`config.mk`:
```
export PLATFORM = sky130hd
export DESIGN_NAME = dhc_host_port
export DESIGN_NICKNAME = d
export VERILOG_FILES = /design/src/design/dhc_pkg.sv /design/src/design/dhc_host_port.sv /design/src/design/dhc_fifo.sv
export VERILOG_INCLUDE_DIRS = /design/src /design/src/design
export SDC_FILE = /design/constraint.sdc
export NUM_CORES = 1
export LEC_CHECK = 0
export ABC_AREA = 1
export BUFFER_PORTS_ARGS = -buffer_cell sky130_fd_sc_hd__buf_2
export CORE_MARGIN = 4
export CORE_UTILIZATION = 65
export DETAILED_ROUTE_END_ITERATION = 8
export PLACE_DENSITY = 0.83
export SYNTH_ARGS = -nofsm -noshare
export SYNTH_HDL_FRONTEND = slang
export SYNTH_SLANG_ARGS = --single-unit
```
`constraint.sdc`:
```
create_clock -name core_clk -period 6.85 [get_ports core_clk]
set_clock_uncertainty 0.1 [all_clocks]
set_input_delay 0.685 -clock core_clk [delete_from_list [all_inputs] [get_ports core_clk]]
set_output_delay 0.685 -clock core_clk [all_outputs]
set_load 0.02 [all_outputs]
```
`src/design/dhc_params.svh`:
```
// Constants for the disk controller host command port
// How it works
// - Six commands: test, restore, seek, read, write, format
// - Busy after buffer fill or command
// - While busy only status polling works
// - Completion raises request and clears busy on the same clock edge
// - Eight-bit bus, host drives when idle
// - Data request flags pending DMA transfer
// - Interrupt request after commands
// - Four ECC bytes appended on writes
// - Up to eight retries on mismatch
// - Correct on agreeing correctable syndromes, else terminate
// - Status merges hard, floppy, ECC errors
// - Divide 20 MHz by 2, then 2
// - Floppy clock is reference over ten
// - ECC command register shows error info
// - Floppy data uses CRC only
// - Sector size 128 to 1024 bytes
`ifndef DHC_PARAMS_SVH
`define DHC_PARAMS_SVH
`define DHC_REG_DATA 3'h0
`define DHC_REG_ERROR 3'h1
`define DHC_REG_COUNT 3'h2
`define DHC_REG_SECTOR 3'h3
`define DHC_REG_CYL_LO 3'h4
`define DHC_REG_CYL_HI 3'h5
`define DHC_REG_SDH 3'h6
`define DHC_REG_CMD 3'h7
`define DHC_ST_BUSY 7
`define DHC_ST_READY 6
`define DHC_ST_DRQ 3
`define DHC_ST_ERR 0
`define DHC_SDH_ECC 7
`define DHC_SDH_SIZE_LSB 5
`define DHC_ERR_ECC 6
`define DHC_ERR_CRC 5
`define DHC_ERR_ABORT 2
`define DHC_MAX_RETRY 4'h8
`define DHC_ECC_BYTES 3'h4
`define DHC_REF_DIV 2
`define DHC_WR_DIV 2
`define DHC_FLOPPY_DIV 10
`define DHC_OSC_MHZ 20
`define DHC_SELFTEST_CYCLES 16'h0100
`define DHC_EXEC_CYCLES 16'h0040
`define DHC_ECC_SEED 32'hffffffff
`endif

```
`src/design/dhc_pkg.sv`:
```
// Types for the disk controller host command port
package dhc_pkg;
	typedef enum logic [2:0] {
		ST_IDLE = 3'b000,
		ST_FILL = 3'b001,
		ST_EXEC = 3'b010,
		ST_ECC = 3'b011,
		ST_DONE = 3'b100,
		ST_XFER = 3'b101
	} dhc_state_t;
	typedef enum logic [2:0] {
		CMD_TEST = 3'b000,
		CMD_RESTORE = 3'b001,
		CMD_SEEK = 3'b010,
		CMD_READ = 3'b011,
		CMD_WRITE = 3'b100,
		CMD_FORMAT = 3'b101
	} dhc_cmd_t;
endpackage : dhc_pkg

```
`src/design/dhc_host_port.sv`:
```
// Host command port: task file, busy, requests, ECC policy, clocks
`timescale 1ns/100ps
`include "dhc_params.svh"
module dhc_host_port #(
	parameter int SELFTEST_CYCLES = 256,
	parameter int FIFO_DEPTH = 32
) (
	input wire logic core_clk,
	input wire logic rst_n,
	input wire logic master_reset_n,
	input wire logic chip_select_n,
	input wire logic read_strobe_n,
	input wire logic write_strobe_n,
	input wire logic [2:0] reg_addr,
	input wire logic [7:0] host_data_lines_in,
	output logic [7:0] host_data_lines_out,
	output logic host_data_lines_oe,
	output logic data_request,
	output logic interrupt_request,
	output logic ref_clock,
	output logic write_clock,
	output logic floppy_clock,
	output logic diskValid,
	input wire logic diskReady,
	output logic [7:0] diskData,
	input wire logic hardFault,
	input wire logic floppyCrcFault,
	input wire logic syndromeZero,
	input wire logic syndromeMatch,
	input wire logic correctable,
	input wire logic diskDone
);
	dhc_pkg::dhc_state_t state_r;
	logic [7:0] error_r, count_r, sector_r, cylLo_r, cylHi_r, sdh_r, cmd_r;
	logic [15:0] timer_r;
	logic [10:0] bytes_r;
	logic [3:0] retry_r;
	logic [2:0] eccIdx_r;
	logic [31:0] ecc_r;
	logic busy, reset_r, wrPulse, rdPulse, rdLast_r, wrLast_r;
	logic [10:0] secBytes;
	logic fifoInReady, fifoOutValid;
	logic [7:0] fifoOutData;
	logic isFloppy, isBuffered;
	logic [7:0] statusByte;
	logic [0:0] refDiv_r, wrDiv_r;
	logic [2:0] flDiv_r;

	assign busy = (state_r == dhc_pkg::ST_EXEC) || (state_r == dhc_pkg::ST_ECC) || (state_r == dhc_pkg::ST_DONE) ||
		reset_r;
	assign isFloppy = (sdh_r[4:3] == 2'b11);
	assign isBuffered = (cmd_r[2:0] == 3'(dhc_pkg::CMD_WRITE)) || (cmd_r[2:0] == 3'(dhc_pkg::CMD_FORMAT));
	assign secBytes = 11'h080 << sdh_r[`DHC_SDH_SIZE_LSB +: 2];
	assign wrPulse = !chip_select_n && !write_strobe_n && wrLast_r;
	assign rdPulse = !chip_select_n && !read_strobe_n && rdLast_r;
	always_ff @(posedge core_clk) begin
		if (!rst_n) begin
			wrLast_r <= 1'b1;
			rdLast_r <= 1'b1;
		end else begin
			wrLast_r <= chip_select_n || write_strobe_n;
			rdLast_r <= chip_select_n || read_strobe_n;
		end
	end

	always_ff @(posedge core_clk) begin
		if (!rst_n) begin
			reset_r <= 1'b1;
		end else if (!master_reset_n) begin
			reset_r <= 1'b1;
		end else if (timer_r == 16'(SELFTEST_CYCLES)) begin
			reset_r <= 1'b0;
		end
	end

	assign statusByte = {busy, 1'b1, 2'b00, data_request, 2'b00, error_r != 8'h00};

	always_ff @(posedge core_clk) begin
		if (!rst_n) begin
			host_data_lines_out <= 8'h00;
			host_data_lines_oe <= 1'b0;
		end else begin
			host_data_lines_oe <= !chip_select_n && !read_strobe_n;
			if (busy) begin
				host_data_lines_out <= statusByte;
			end else if (reg_addr == `DHC_REG_CMD) begin
				host_data_lines_out <= statusByte;
			end else if (reg_addr == `DHC_REG_ERROR) begin
				host_data_lines_out <= error_r;
			end else if (reg_addr == `DHC_REG_COUNT) begin
				host_data_lines_out <= count_r;
			end else if (reg_addr == `DHC_REG_SECTOR) begin
				host_data_lines_out <= sector_r;
			end else if (reg_addr == `DHC_REG_CYL_LO) begin
				host_data_lines_out <= cylLo_r;
			end else if (reg_addr == `DHC_REG_CYL_HI) begin
				host_data_lines_out <= cylHi_r;
			end else if (reg_addr == `DHC_REG_SDH) begin
				host_data_lines_out <= sdh_r;
			end else begin
				host_data_lines_out <= 8'h00;
			end
		end
	end

	always_ff @(posedge core_clk) begin
		if (!rst_n) begin
			count_r <= 8'h01;
			sector_r <= 8'h01;
			cylLo_r <= 8'h00;
			cylHi_r <= 8'h00;
			sdh_r <= 8'h20;
			cmd_r <= 8'h00;
		end else if (wrPulse && !busy) begin
			if (reg_addr == `DHC_REG_COUNT) begin
				count_r <= host_data_lines_in;
			end else if (reg_addr == `DHC_REG_SECTOR) begin
				sector_r <= host_data_lines_in;
			end else if (reg_addr == `DHC_REG_CYL_LO) begin
				cylLo_r <= host_data_lines_in;
			end else if (reg_addr == `DHC_REG_CYL_HI) begin
				cylHi_r <= host_data_lines_in;
			end else if (reg_addr == `DHC_REG_SDH) begin
				sdh_r <= host_data_lines_in;
			end else if (reg_addr == `DHC_REG_CMD) begin
				cmd_r <= host_data_lines_in;
			end
		end
	end

	always_ff @(posedge core_clk) begin
		if (!rst_n || !master_reset_n) begin
			state_r <= dhc_pkg::ST_IDLE;
			bytes_r <= 11'h000;
			retry_r <= 4'h0;
			error_r <= 8'h00;
			timer_r <= 16'h0000;
		end else if (reset_r) begin
			timer_r <= timer_r + 16'h0001;
		end else begin
			case (state_r)
				dhc_pkg::ST_IDLE: begin
					timer_r <= 16'h0000;
					if (wrPulse && reg_addr == `DHC_REG_CMD) begin
						error_r <= 8'h00;
						retry_r <= 4'h0;
						bytes_r <= 11'h000;
						if (host_data_lines_in[2:0] > 3'(dhc_pkg::CMD_FORMAT)) begin
							error_r[`DHC_ERR_ABORT] <= 1'b1;
							state_r <= dhc_pkg::ST_DONE;
						end else if (host_data_lines_in[2:0] == 3'(dhc_pkg::CMD_WRITE) ||
								host_data_lines_in[2:0] == 3'(dhc_pkg::CMD_FORMAT)) begin
							state_r <= dhc_pkg::ST_FILL;
						end else begin
							state_r <= dhc_pkg::ST_EXEC;
						end
					end
				end
				dhc_pkg::ST_FILL: begin
					if (wrPulse && reg_addr == `DHC_REG_DATA && fifoInReady) begin
						bytes_r <= bytes_r + 11'h001;
						if (bytes_r == secBytes - 11'h001) begin
							state_r <= dhc_pkg::ST_EXEC;
						end
					end
				end
				dhc_pkg::ST_EXEC: begin
					if (!fifoOutValid && diskDone) begin
						if (isBuffered && !isFloppy && sdh_r[`DHC_SDH_ECC]) begin
							state_r <= dhc_pkg::ST_ECC;
						end else if (cmd_r[2:0] == 3'(dhc_pkg::CMD_READ) && !syndromeZero && !isFloppy) begin
							if (syndromeMatch && correctable) begin
								state_r <= dhc_pkg::ST_DONE;
							end else if (syndromeMatch) begin
								error_r[`DHC_ERR_ECC] <= 1'b1;
								state_r <= dhc_pkg::ST_DONE;
							end else if (retry_r == `DHC_MAX_RETRY) begin
								error_r[`DHC_ERR_ECC] <= 1'b1;
								state_r <= dhc_pkg::ST_DONE;
							end else begin
								retry_r <= retry_r + 4'h1;
							end
						end else begin
							error_r[`DHC_ERR_ABORT] <= hardFault;
							error_r[`DHC_ERR_CRC] <= isFloppy && floppyCrcFault;
							state_r <= dhc_pkg::ST_DONE;
						end
					end
				end
				dhc_pkg::ST_ECC: begin
					if (diskReady && eccIdx_r == `DHC_ECC_BYTES - 3'h1) begin
						state_r <= dhc_pkg::ST_DONE;
					end
				end
				dhc_pkg::ST_DONE: begin
					state_r <= (cmd_r[2:0] == 3'(dhc_pkg::CMD_READ) && error_r == 8'h00) ?
						dhc_pkg::ST_XFER : dhc_pkg::ST_IDLE;
					bytes_r <= 11'h000;
				end
				dhc_pkg::ST_XFER: begin
					if (rdPulse && reg_addr == `DHC_REG_DATA) begin
						bytes_r <= bytes_r + 11'h001;
						if (bytes_r == secBytes - 11'h001) begin
							state_r <= dhc_pkg::ST_IDLE;
						end
					end
				end
				default: state_r <= dhc_pkg::ST_IDLE;
			endcase
		end
	end

	always_ff @(posedge core_clk) begin
		if (!rst_n || state_r == dhc_pkg::ST_IDLE) begin
			ecc_r <= `DHC_ECC_SEED;
			eccIdx_r <= 3'h0;
		end else if (fifoOutValid && diskReady) begin
			ecc_r <= {ecc_r[23:0], ecc_r[31:24] ^ fifoOutData};
		end else if (state_r == dhc_pkg::ST_ECC && diskReady) begin
			eccIdx_r <= eccIdx_r + 3'h1;
		end
	end
	assign diskValid = fifoOutValid || (state_r == dhc_pkg::ST_ECC);
	assign diskData = fifoOutValid ? fifoOutData : ecc_r[8*(3-eccIdx_r[1:0]) +: 8];

	always_ff @(posedge core_clk) begin
		if (!rst_n || !master_reset_n) begin
			data_request <= 1'b0;
		end else if ((wrPulse || rdPulse) && reg_addr == `DHC_REG_DATA) begin
			data_request <= 1'b0;
		end else begin
			data_request <= (state_r == dhc_pkg::ST_FILL && fifoInReady) || (state_r == dhc_pkg::ST_XFER);
		end
	end

	always_ff @(posedge core_clk) begin
		if (!rst_n || !master_reset_n) begin
			interrupt_request <= 1'b0;
		end else if (state_r == dhc_pkg::ST_DONE) begin
			interrupt_request <= 1'b1;
		end else if (rdPulse && reg_addr == `DHC_REG_CMD) begin
			interrupt_request <= 1'b0;
		end
	end

	always_ff @(posedge core_clk) begin
		if (!rst_n) begin
			refDiv_r <= 1'b0;
			wrDiv_r <= 1'b0;
		end else begin
			refDiv_r <= ~refDiv_r;
			if (refDiv_r == 1'b1) begin
				wrDiv_r <= ~wrDiv_r;
			end
		end
	end
	assign ref_clock = refDiv_r[0];
	assign write_clock = wrDiv_r[0];

	always_ff @(posedge core_clk) begin
		if (!rst_n) begin
			flDiv_r <= 3'h0;
			floppy_clock <= 1'b0;
		end else if (refDiv_r == 1'b1) begin
			flDiv_r <= (flDiv_r == 3'(`DHC_FLOPPY_DIV / 2 - 1)) ? 3'h0 : flDiv_r + 3'h1;
			if (flDiv_r == 3'(`DHC_FLOPPY_DIV / 2 - 1)) begin
				floppy_clock <= ~floppy_clock;
			end
		end
	end

	dhc_fifo #(.WIDTH(8), .DEPTH(FIFO_DEPTH)) u_fifo (
		.core_clk(core_clk),
		.rst_n(rst_n && master_reset_n),
		.inValid(state_r == dhc_pkg::ST_FILL && wrPulse && reg_addr == `DHC_REG_DATA),
		.inReady(fifoInReady),
		.inData(host_data_lines_in),
		.outValid(fifoOutValid),
		.outReady(diskReady && (state_r == dhc_pkg::ST_FILL || state_r == dhc_pkg::ST_EXEC)),
		.outData(fifoOutData)
	);
endmodule : dhc_host_port

```
`src/design/dhc_fifo.sv`:
```
// Parameterised FIFO for the sector data path
`timescale 1ns/100ps
module dhc_fifo #(
	parameter int WIDTH = 8,
	parameter int DEPTH = 32
) (
	input wire logic core_clk,
	input wire logic rst_n,
	input wire logic inValid,
	output logic inReady,
	input wire logic [WIDTH-1:0] inData,
	output logic outValid,
	input wire logic outReady,
	output logic [WIDTH-1:0] outData
);
	localparam int AW = $clog2(DEPTH);
	logic [WIDTH-1:0] mem [DEPTH];
	logic [AW-1:0] wrPtr_r;
	logic [AW-1:0] rdPtr_r;
	logic [AW:0] count_r;
	logic doWr;
	logic doRd;
	assign inReady = (count_r != (AW+1)'(DEPTH));
	assign outValid = (count_r != '0);
	assign outData = mem[rdPtr_r];
	assign doWr = inValid && inReady;
	assign doRd = outValid && outReady;
	always_ff @(posedge core_clk) begin
		if (doWr) begin
			mem[wrPtr_r] <= inData;
		end
	end
	always_ff @(posedge core_clk) begin
		if (!rst_n) begin
			wrPtr_r <= '0;
			rdPtr_r <= '0;
			count_r <= '0;
		end else begin
			if (doWr) begin
				wrPtr_r <= (wrPtr_r == AW'(DEPTH-1)) ? '0 : wrPtr_r + 1'b1;
			end
			if (doRd) begin
				rdPtr_r <= (rdPtr_r == AW'(DEPTH-1)) ? '0 : rdPtr_r + 1'b1;
			end
			count_r <= count_r + (AW+1)'(doWr) - (AW+1)'(doRd);
		end
	end
endmodule : dhc_fifo

```
======== Word-level counts from Yosys, hierarchy flattened ========
Memories as Yosys holds them, arrays and structs flattened. A register that Yosys moved wholly into a read port is not among the register bits.
Cells that the tools add are included.
word-level totals
  register bits after elaboration ......... 151
  latch bits .............................. 0
  RAM bits ................................ 256
  memory bits (read-only) ................. 0
  bits of input ports ..................... 24
  output and inout port bits .............. 23
  memories kept ........................... 1
cells by class
  add/subtract/negate cells ............... 11
  $mul .................................... 0
  divide/modulo/power cells ............... 0
  order comparisons ....................... 1
  eq/ne operators ......................... 41
  shifts and indexed selects .............. 2
  mux-type cells .......................... 62
  bitwise logic cells ..................... 12
  reduce and logical (&&, ||, !) cells .... 76
memory list
  memory      words  bits a word  read ports  clocked after Yosys merged registers in  wr ports  line            source
  u_fifo.mem  32     8            1           1                                        1         dhc_fifo.sv:17  logic [WIDTH-1:0] mem [DEPTH];
operator list
  cell                                                  number
  two-way mux 8 bit                                     9
  two-way mux 3 bit                                     15
  case mux 11 bit (4 select lines)                      1
  equality test 3 bit, second input constant            11
  two-way mux 11 bit                                    3
  variable part select 32 x 33 -> 8 bit                 1
  two-way mux 16 bit                                    2
  logical AND 1 bit                                     29
  two-way mux 4 bit                                     7
  inequality test 2 bit, second input constant          11
  two-way mux 5 bit                                     4
  equality test 3 x 2 -> 1 bit, second input constant   6
  case mux 3 bit (6 select lines)                       1
  AND reduction 9 bit                                   2
  adder 16 x 1 -> 16 bit, second input constant         1
  equality test 16 x 9 -> 1 bit, second input constant  1
  logical OR 1 bit                                      13
  two-way mux 1 bit                                     13
  AND reduction 6 bit                                   2
  adder 11 x 1 -> 11 bit, second input constant         1
  equality test 11 bit                                  1
  inverter 1 bit                                        11
  left shift 8 x 2 -> 11 bit, first input constant      1
  subtractor 11 x 1 -> 11 bit, second input constant    1
  36 further kinds                                      58

======== Longest topological paths before layout ========
  word-level depth ........................ 9
  gate-level depth with buffers ........... 19
  depth with buffers taken out ............ 19

======== By module ========
A second synthesis with hierarchy kept.
second synthesis, totals
  cell total of the unflattened synthesis .. 1982
  area, all modules ....................... 18148.7 um2
modules (own cells, without submodules)
  module         times used  cells an instance  area each (um2)
  dhc_fifo       1           1039               11533.6
  dhc_host_port  1           943                6615.1

======== Least setup slack after synthesis ========
Ideal clock, no wire load.
  path kind ............................... in2reg
  start ................................... input port diskReady
  end ..................................... register u_fifo.count_r[4]
  arrival time ............................ 2626 ps
  setup slack ............................. 4054 ps
  cell stages on the path ................. 15
  path buffers ............................ 0
  cells stage by stage .................... nand2_1 clkinv_1 nand2_4 clkinv_2 ha_1 inv_1 ha_1 fa_1 nand2_1 inv_1 nor2_1 nor2_1 nor2_1 o21ai_0 a21oi_1
between the ends
  cells in the longest elaborated chain, start to end .. 3
RTL lines
  what                       line                  source
  from (decl)                dhc_host_port.sv:24   input wire logic diskReady,
  logical AND 1 bit          dhc_host_port.sv:279  .outReady(diskReady && (state_r == dhc_pkg::ST_FILL || state_r == dhc_pkg::ST_EXEC)),
  logical AND 1 bit          dhc_fifo.sv:27        assign doRd = outValid && outReady;
  named net u_fifo.doRd      dhc_fifo.sv:22        logic doRd;
  subtractor 6 x 1 -> 6 bit  dhc_fifo.sv:45        count_r <= count_r + (AW+1)'(doWr) - (AW+1)'(doRd);
  to (signal assigned)       dhc_fifo.sv:45
  to (decl)                  dhc_fifo.sv:20        logic [AW:0] count_r;
The timed path passes the listed nets, and every way through them passes these cells.
A chain may end at the register's enable or synchronous reset.

==> results.json <==
{
  "p_per_area_nw_per_um2": 251,
  "layout_common_cells": "531 x nand2_1, 287 x nand3_1, 256 x edfxtp_1",
  "port_buffers": 46,
  "wirelength_microns": 42900,
  "critPathLaunchType": "flop",
  "p_leak_nw": 7.27,
  "drive_gt1_frac": 0.0780,
  "cts_sinks": 412,
  "critical_path_peak_fanout": 65,
  "synthFlopType": "edfxtp_1",
  "postCtsSetupBuffers": 0,
  "relSlewSlack": 0.122,
  "hold_viol": 0,
  "grt_overflow": 0,
  "viasPerCell": 6.06,
  "final_common_cell": "nand2_1",
  "rr_worst_depth": 19,
  "vdd.ir_drop.worst_mv": 0.267,
  "drtPass1Iterations": 6,
  "grt_pass1_vias": 13300,
  "yosysWarnings": 0,
  "initial_core_util": 0.661,
  "yosysSeqAreaShare": 0.606,
  "crit_path_end_kind": "output port",
  "cp_top_family": "buffers and inverters",
  "synth.area.top_cells": "edfxtp_1 43%, dfxtp_1 18%, nand2_1 11%",
  "holdBufCountCts": 0,
  "remaining_drc_errors": 0,
  "die_w_microns": 174,
  "ctsResizeCount": 0,
  "path_clk_slew_ns": 0.06,
  "htree_num_levels": 2,
  "die_area_sq_um": 30100,
  "setup_viol": 0,
  "cp_cell_sequence": "clkinv_2, buf_4, nand2_1, nand3_1, nand3_1, nand2_1, nand2_1, nand3_1, nand2_1, o21ai_0, buf_2",
  "syn_to_final_growth_pct": 9.55,
  "crit_path_frequent_cell": "nand2_1",
  "post_dp_cell_area_sq_um": 18200,
  "antennaDiodeCount": 0,
  "hold-path-cell-count": 3,
  "max_freq_mhz": 208,
  "crit_required_ns": 6.06,
  "drt_iter0_drc": 1713,
  "synth-seq-cells": 412,
  "grt_use_total": 0.277,
  "die_h_microns": 174,
  "clk_path_buf_depth": 3,
  "post_synth.cell_area_avg_sq_um": 9.26,
  "synth.net_count": 1976,
  "period_needed_ns": 4.80,
  "numCtsBuffers": 41,
  "max_cap_violations": 0,
  "slowest_delay_ns": 0.89,
  "tightest_slew_ns": 1.32,
  "critPathBufInv": 3,
  "core_sq_um": 27000,
  "path_class": "reg -> out",
  "status": "finished, final reports clean",
  "cts_tree": "built",
  "num-nets-final": 1994,
  "hp-class": "in -> reg",
  "dp_hpwl_microns": 25800,
  "synth_area_sq_um": 17800,
  "cpMaxStageDelayCell": "clkinv_2",
  "final_antenna_net_count": 0,
  "ios": 47,
  "cp.depth": 11,
  "slew_viol_final": 0,
  "synthCells": 1926,
  "antenna_found_initial": 0,
  "final.setup.tns_ns": 0,
  "clk_latency_ns": 0.54,
  "grt_pass1_wl_microns": 68200,
  "period_share": 0.701,
  "rsz0062_at_grt": "false",
  "finish.instance_area_sq_um": 19500,
  "place.gp.congestion": 0.878,
  "dp.cells": 2242,
  "synth.top_cell.area_share": 0.431,
  "cp_data_arrival_time_ns": 4.01,
  "cts_root_buffer": "clkbuf_16",
  "synth_edf_count": 256,
  "final_cells": 2315,
  "async_reset_ff_frac": 0,
  "wl_per_cell_microns": 18.5,
  "ys_types": 50,
  "synth_top_cell_by_area": "edfxtp_1",
  "grt_max_degree": 74,
  "vias": 14000,
  "num_rows": 60
}
==> Yosys cell counts, types with 14 or more instances <==
cell type / count
a21oi_1: 106
buf_2: 18
clkbuf_1: 50
dfxtp_1: 156
edfxtp_1: 256
ha_1: 25
inv_1: 112
nand2_1: 531
nand3_1: 287
nand4_1: 19
nor2_1: 134
nor3_1: 21
o211ai_1: 14
o21ai_0: 84
o22ai_1: 15
==> where the power goes <==
group / leakage [nW] / internal [mW] / switching [mW]
logic: 3.08 / 0.0171 / 0.0673
clock network: 0.631 / 1.28 / 0.909
registers: 3.56 / 2.63 / 0.00304
total: 7.27 / 3.93 / 0.979
==> tightest hold or removal path, cell delays in order <==
cell and delay [ns]:
buf_2 0.08, nor2_1 0.05, nand2_1 0.05
==> area by class of cell <==
cell class	count	area [sq um]
Tap cell	341	427
Fill cell	1873	7420
Timing Repair Buffer	57	313
Clock inverter	16	163
Multi-Input combinational cell	1301	6180
Inverter	131	494
Sequential cell	412	10800
Clock buffer	57	1140
==> sequential cells by signal, indices dropped and copies added (netlist names), 3 cells and up, named ones only <==
name / flops
bytes_r: 11
cmd_r: 3
count_r: 8
cylHi_r: 8
cylLo_r: 8
eccIdx_r: 3
ecc_r: 32
error_r: 3
flDiv_r: 3
host_data_lines_out: 8
retry_r: 4
sdh_r: 8
sector_r: 8
state_r: 3
timer_r: 16
u_fifo.count_r: 6
u_fifo.mem: 256
u_fifo.rdPtr_r: 5
u_fifo.wrPtr_r: 5
==> layer usage <==
metal | vias up | part of all wire | global-route usage
li1 | 6626 | - | -
met2 | 674 | 0.49 | 0.475
met1 | 6590 | 0.40 | 0.363
met4 | 0 | 0.040 | 0.105
met5 | - | 0 | 0
met3 | 132 | 0.078 | 0.0390
==> worst paths after layout <==
path | from | slack (ns) | end
max | flop | 2.05 | diskData[7]
min | write_strobe_n | 0.25 | wrLast_r$_SDFF_PN1_
max reg2reg | u_fifo.count_r[3]$_SDFF_PN0_ | 2.89 | u_fifo.count_r[4]$_SDFF_PN0_
min reg2reg | sector_r[5]$_SDFFE_PN0P_ | 0.36 | sector_r[5]$_SDFFE_PN0P_
==> kinds of logic (layout without fill, tap and decap cells) <==
| family | count (synthesis) | in the layout | share of synthesized area |
|---|---|---|---|
| AOI/OAI and AO/OA | 244 | 244 | 0.0755 |
| xor gates and xnor gates | 7 | 7 | 0.00344 |
| adders and majority gates | 26 | 26 | 0.0187 |
| buffers and inverters | 213 | 261 | 0.0472 |
| DFF | 412 | 412 | 0.606 |
| and+or+nand+nor | 1024 | 1024 | 0.249 |
==> metrics by stage <==
step / utilization / hold slack, ns / total power, mW / setup slack [ns]
3_3_place_gp: 0.676 / 0.340 / 2.77 / 2.79
5_1_grt: 0.725 / 0.259 / 5.04 / 1.78
3_5_place_dp: 0.676 / 0.353 / 2.77 / 2.72
2_1_floorplan: - / 0.325 / 2.73 / 4.05
4_1_cts: 0.725 / 0.244 / 4.92 / 2.13
6_report: 0.725 / 0.251 / 4.91 / 2.05
Power figures use the tool's default switching activity.
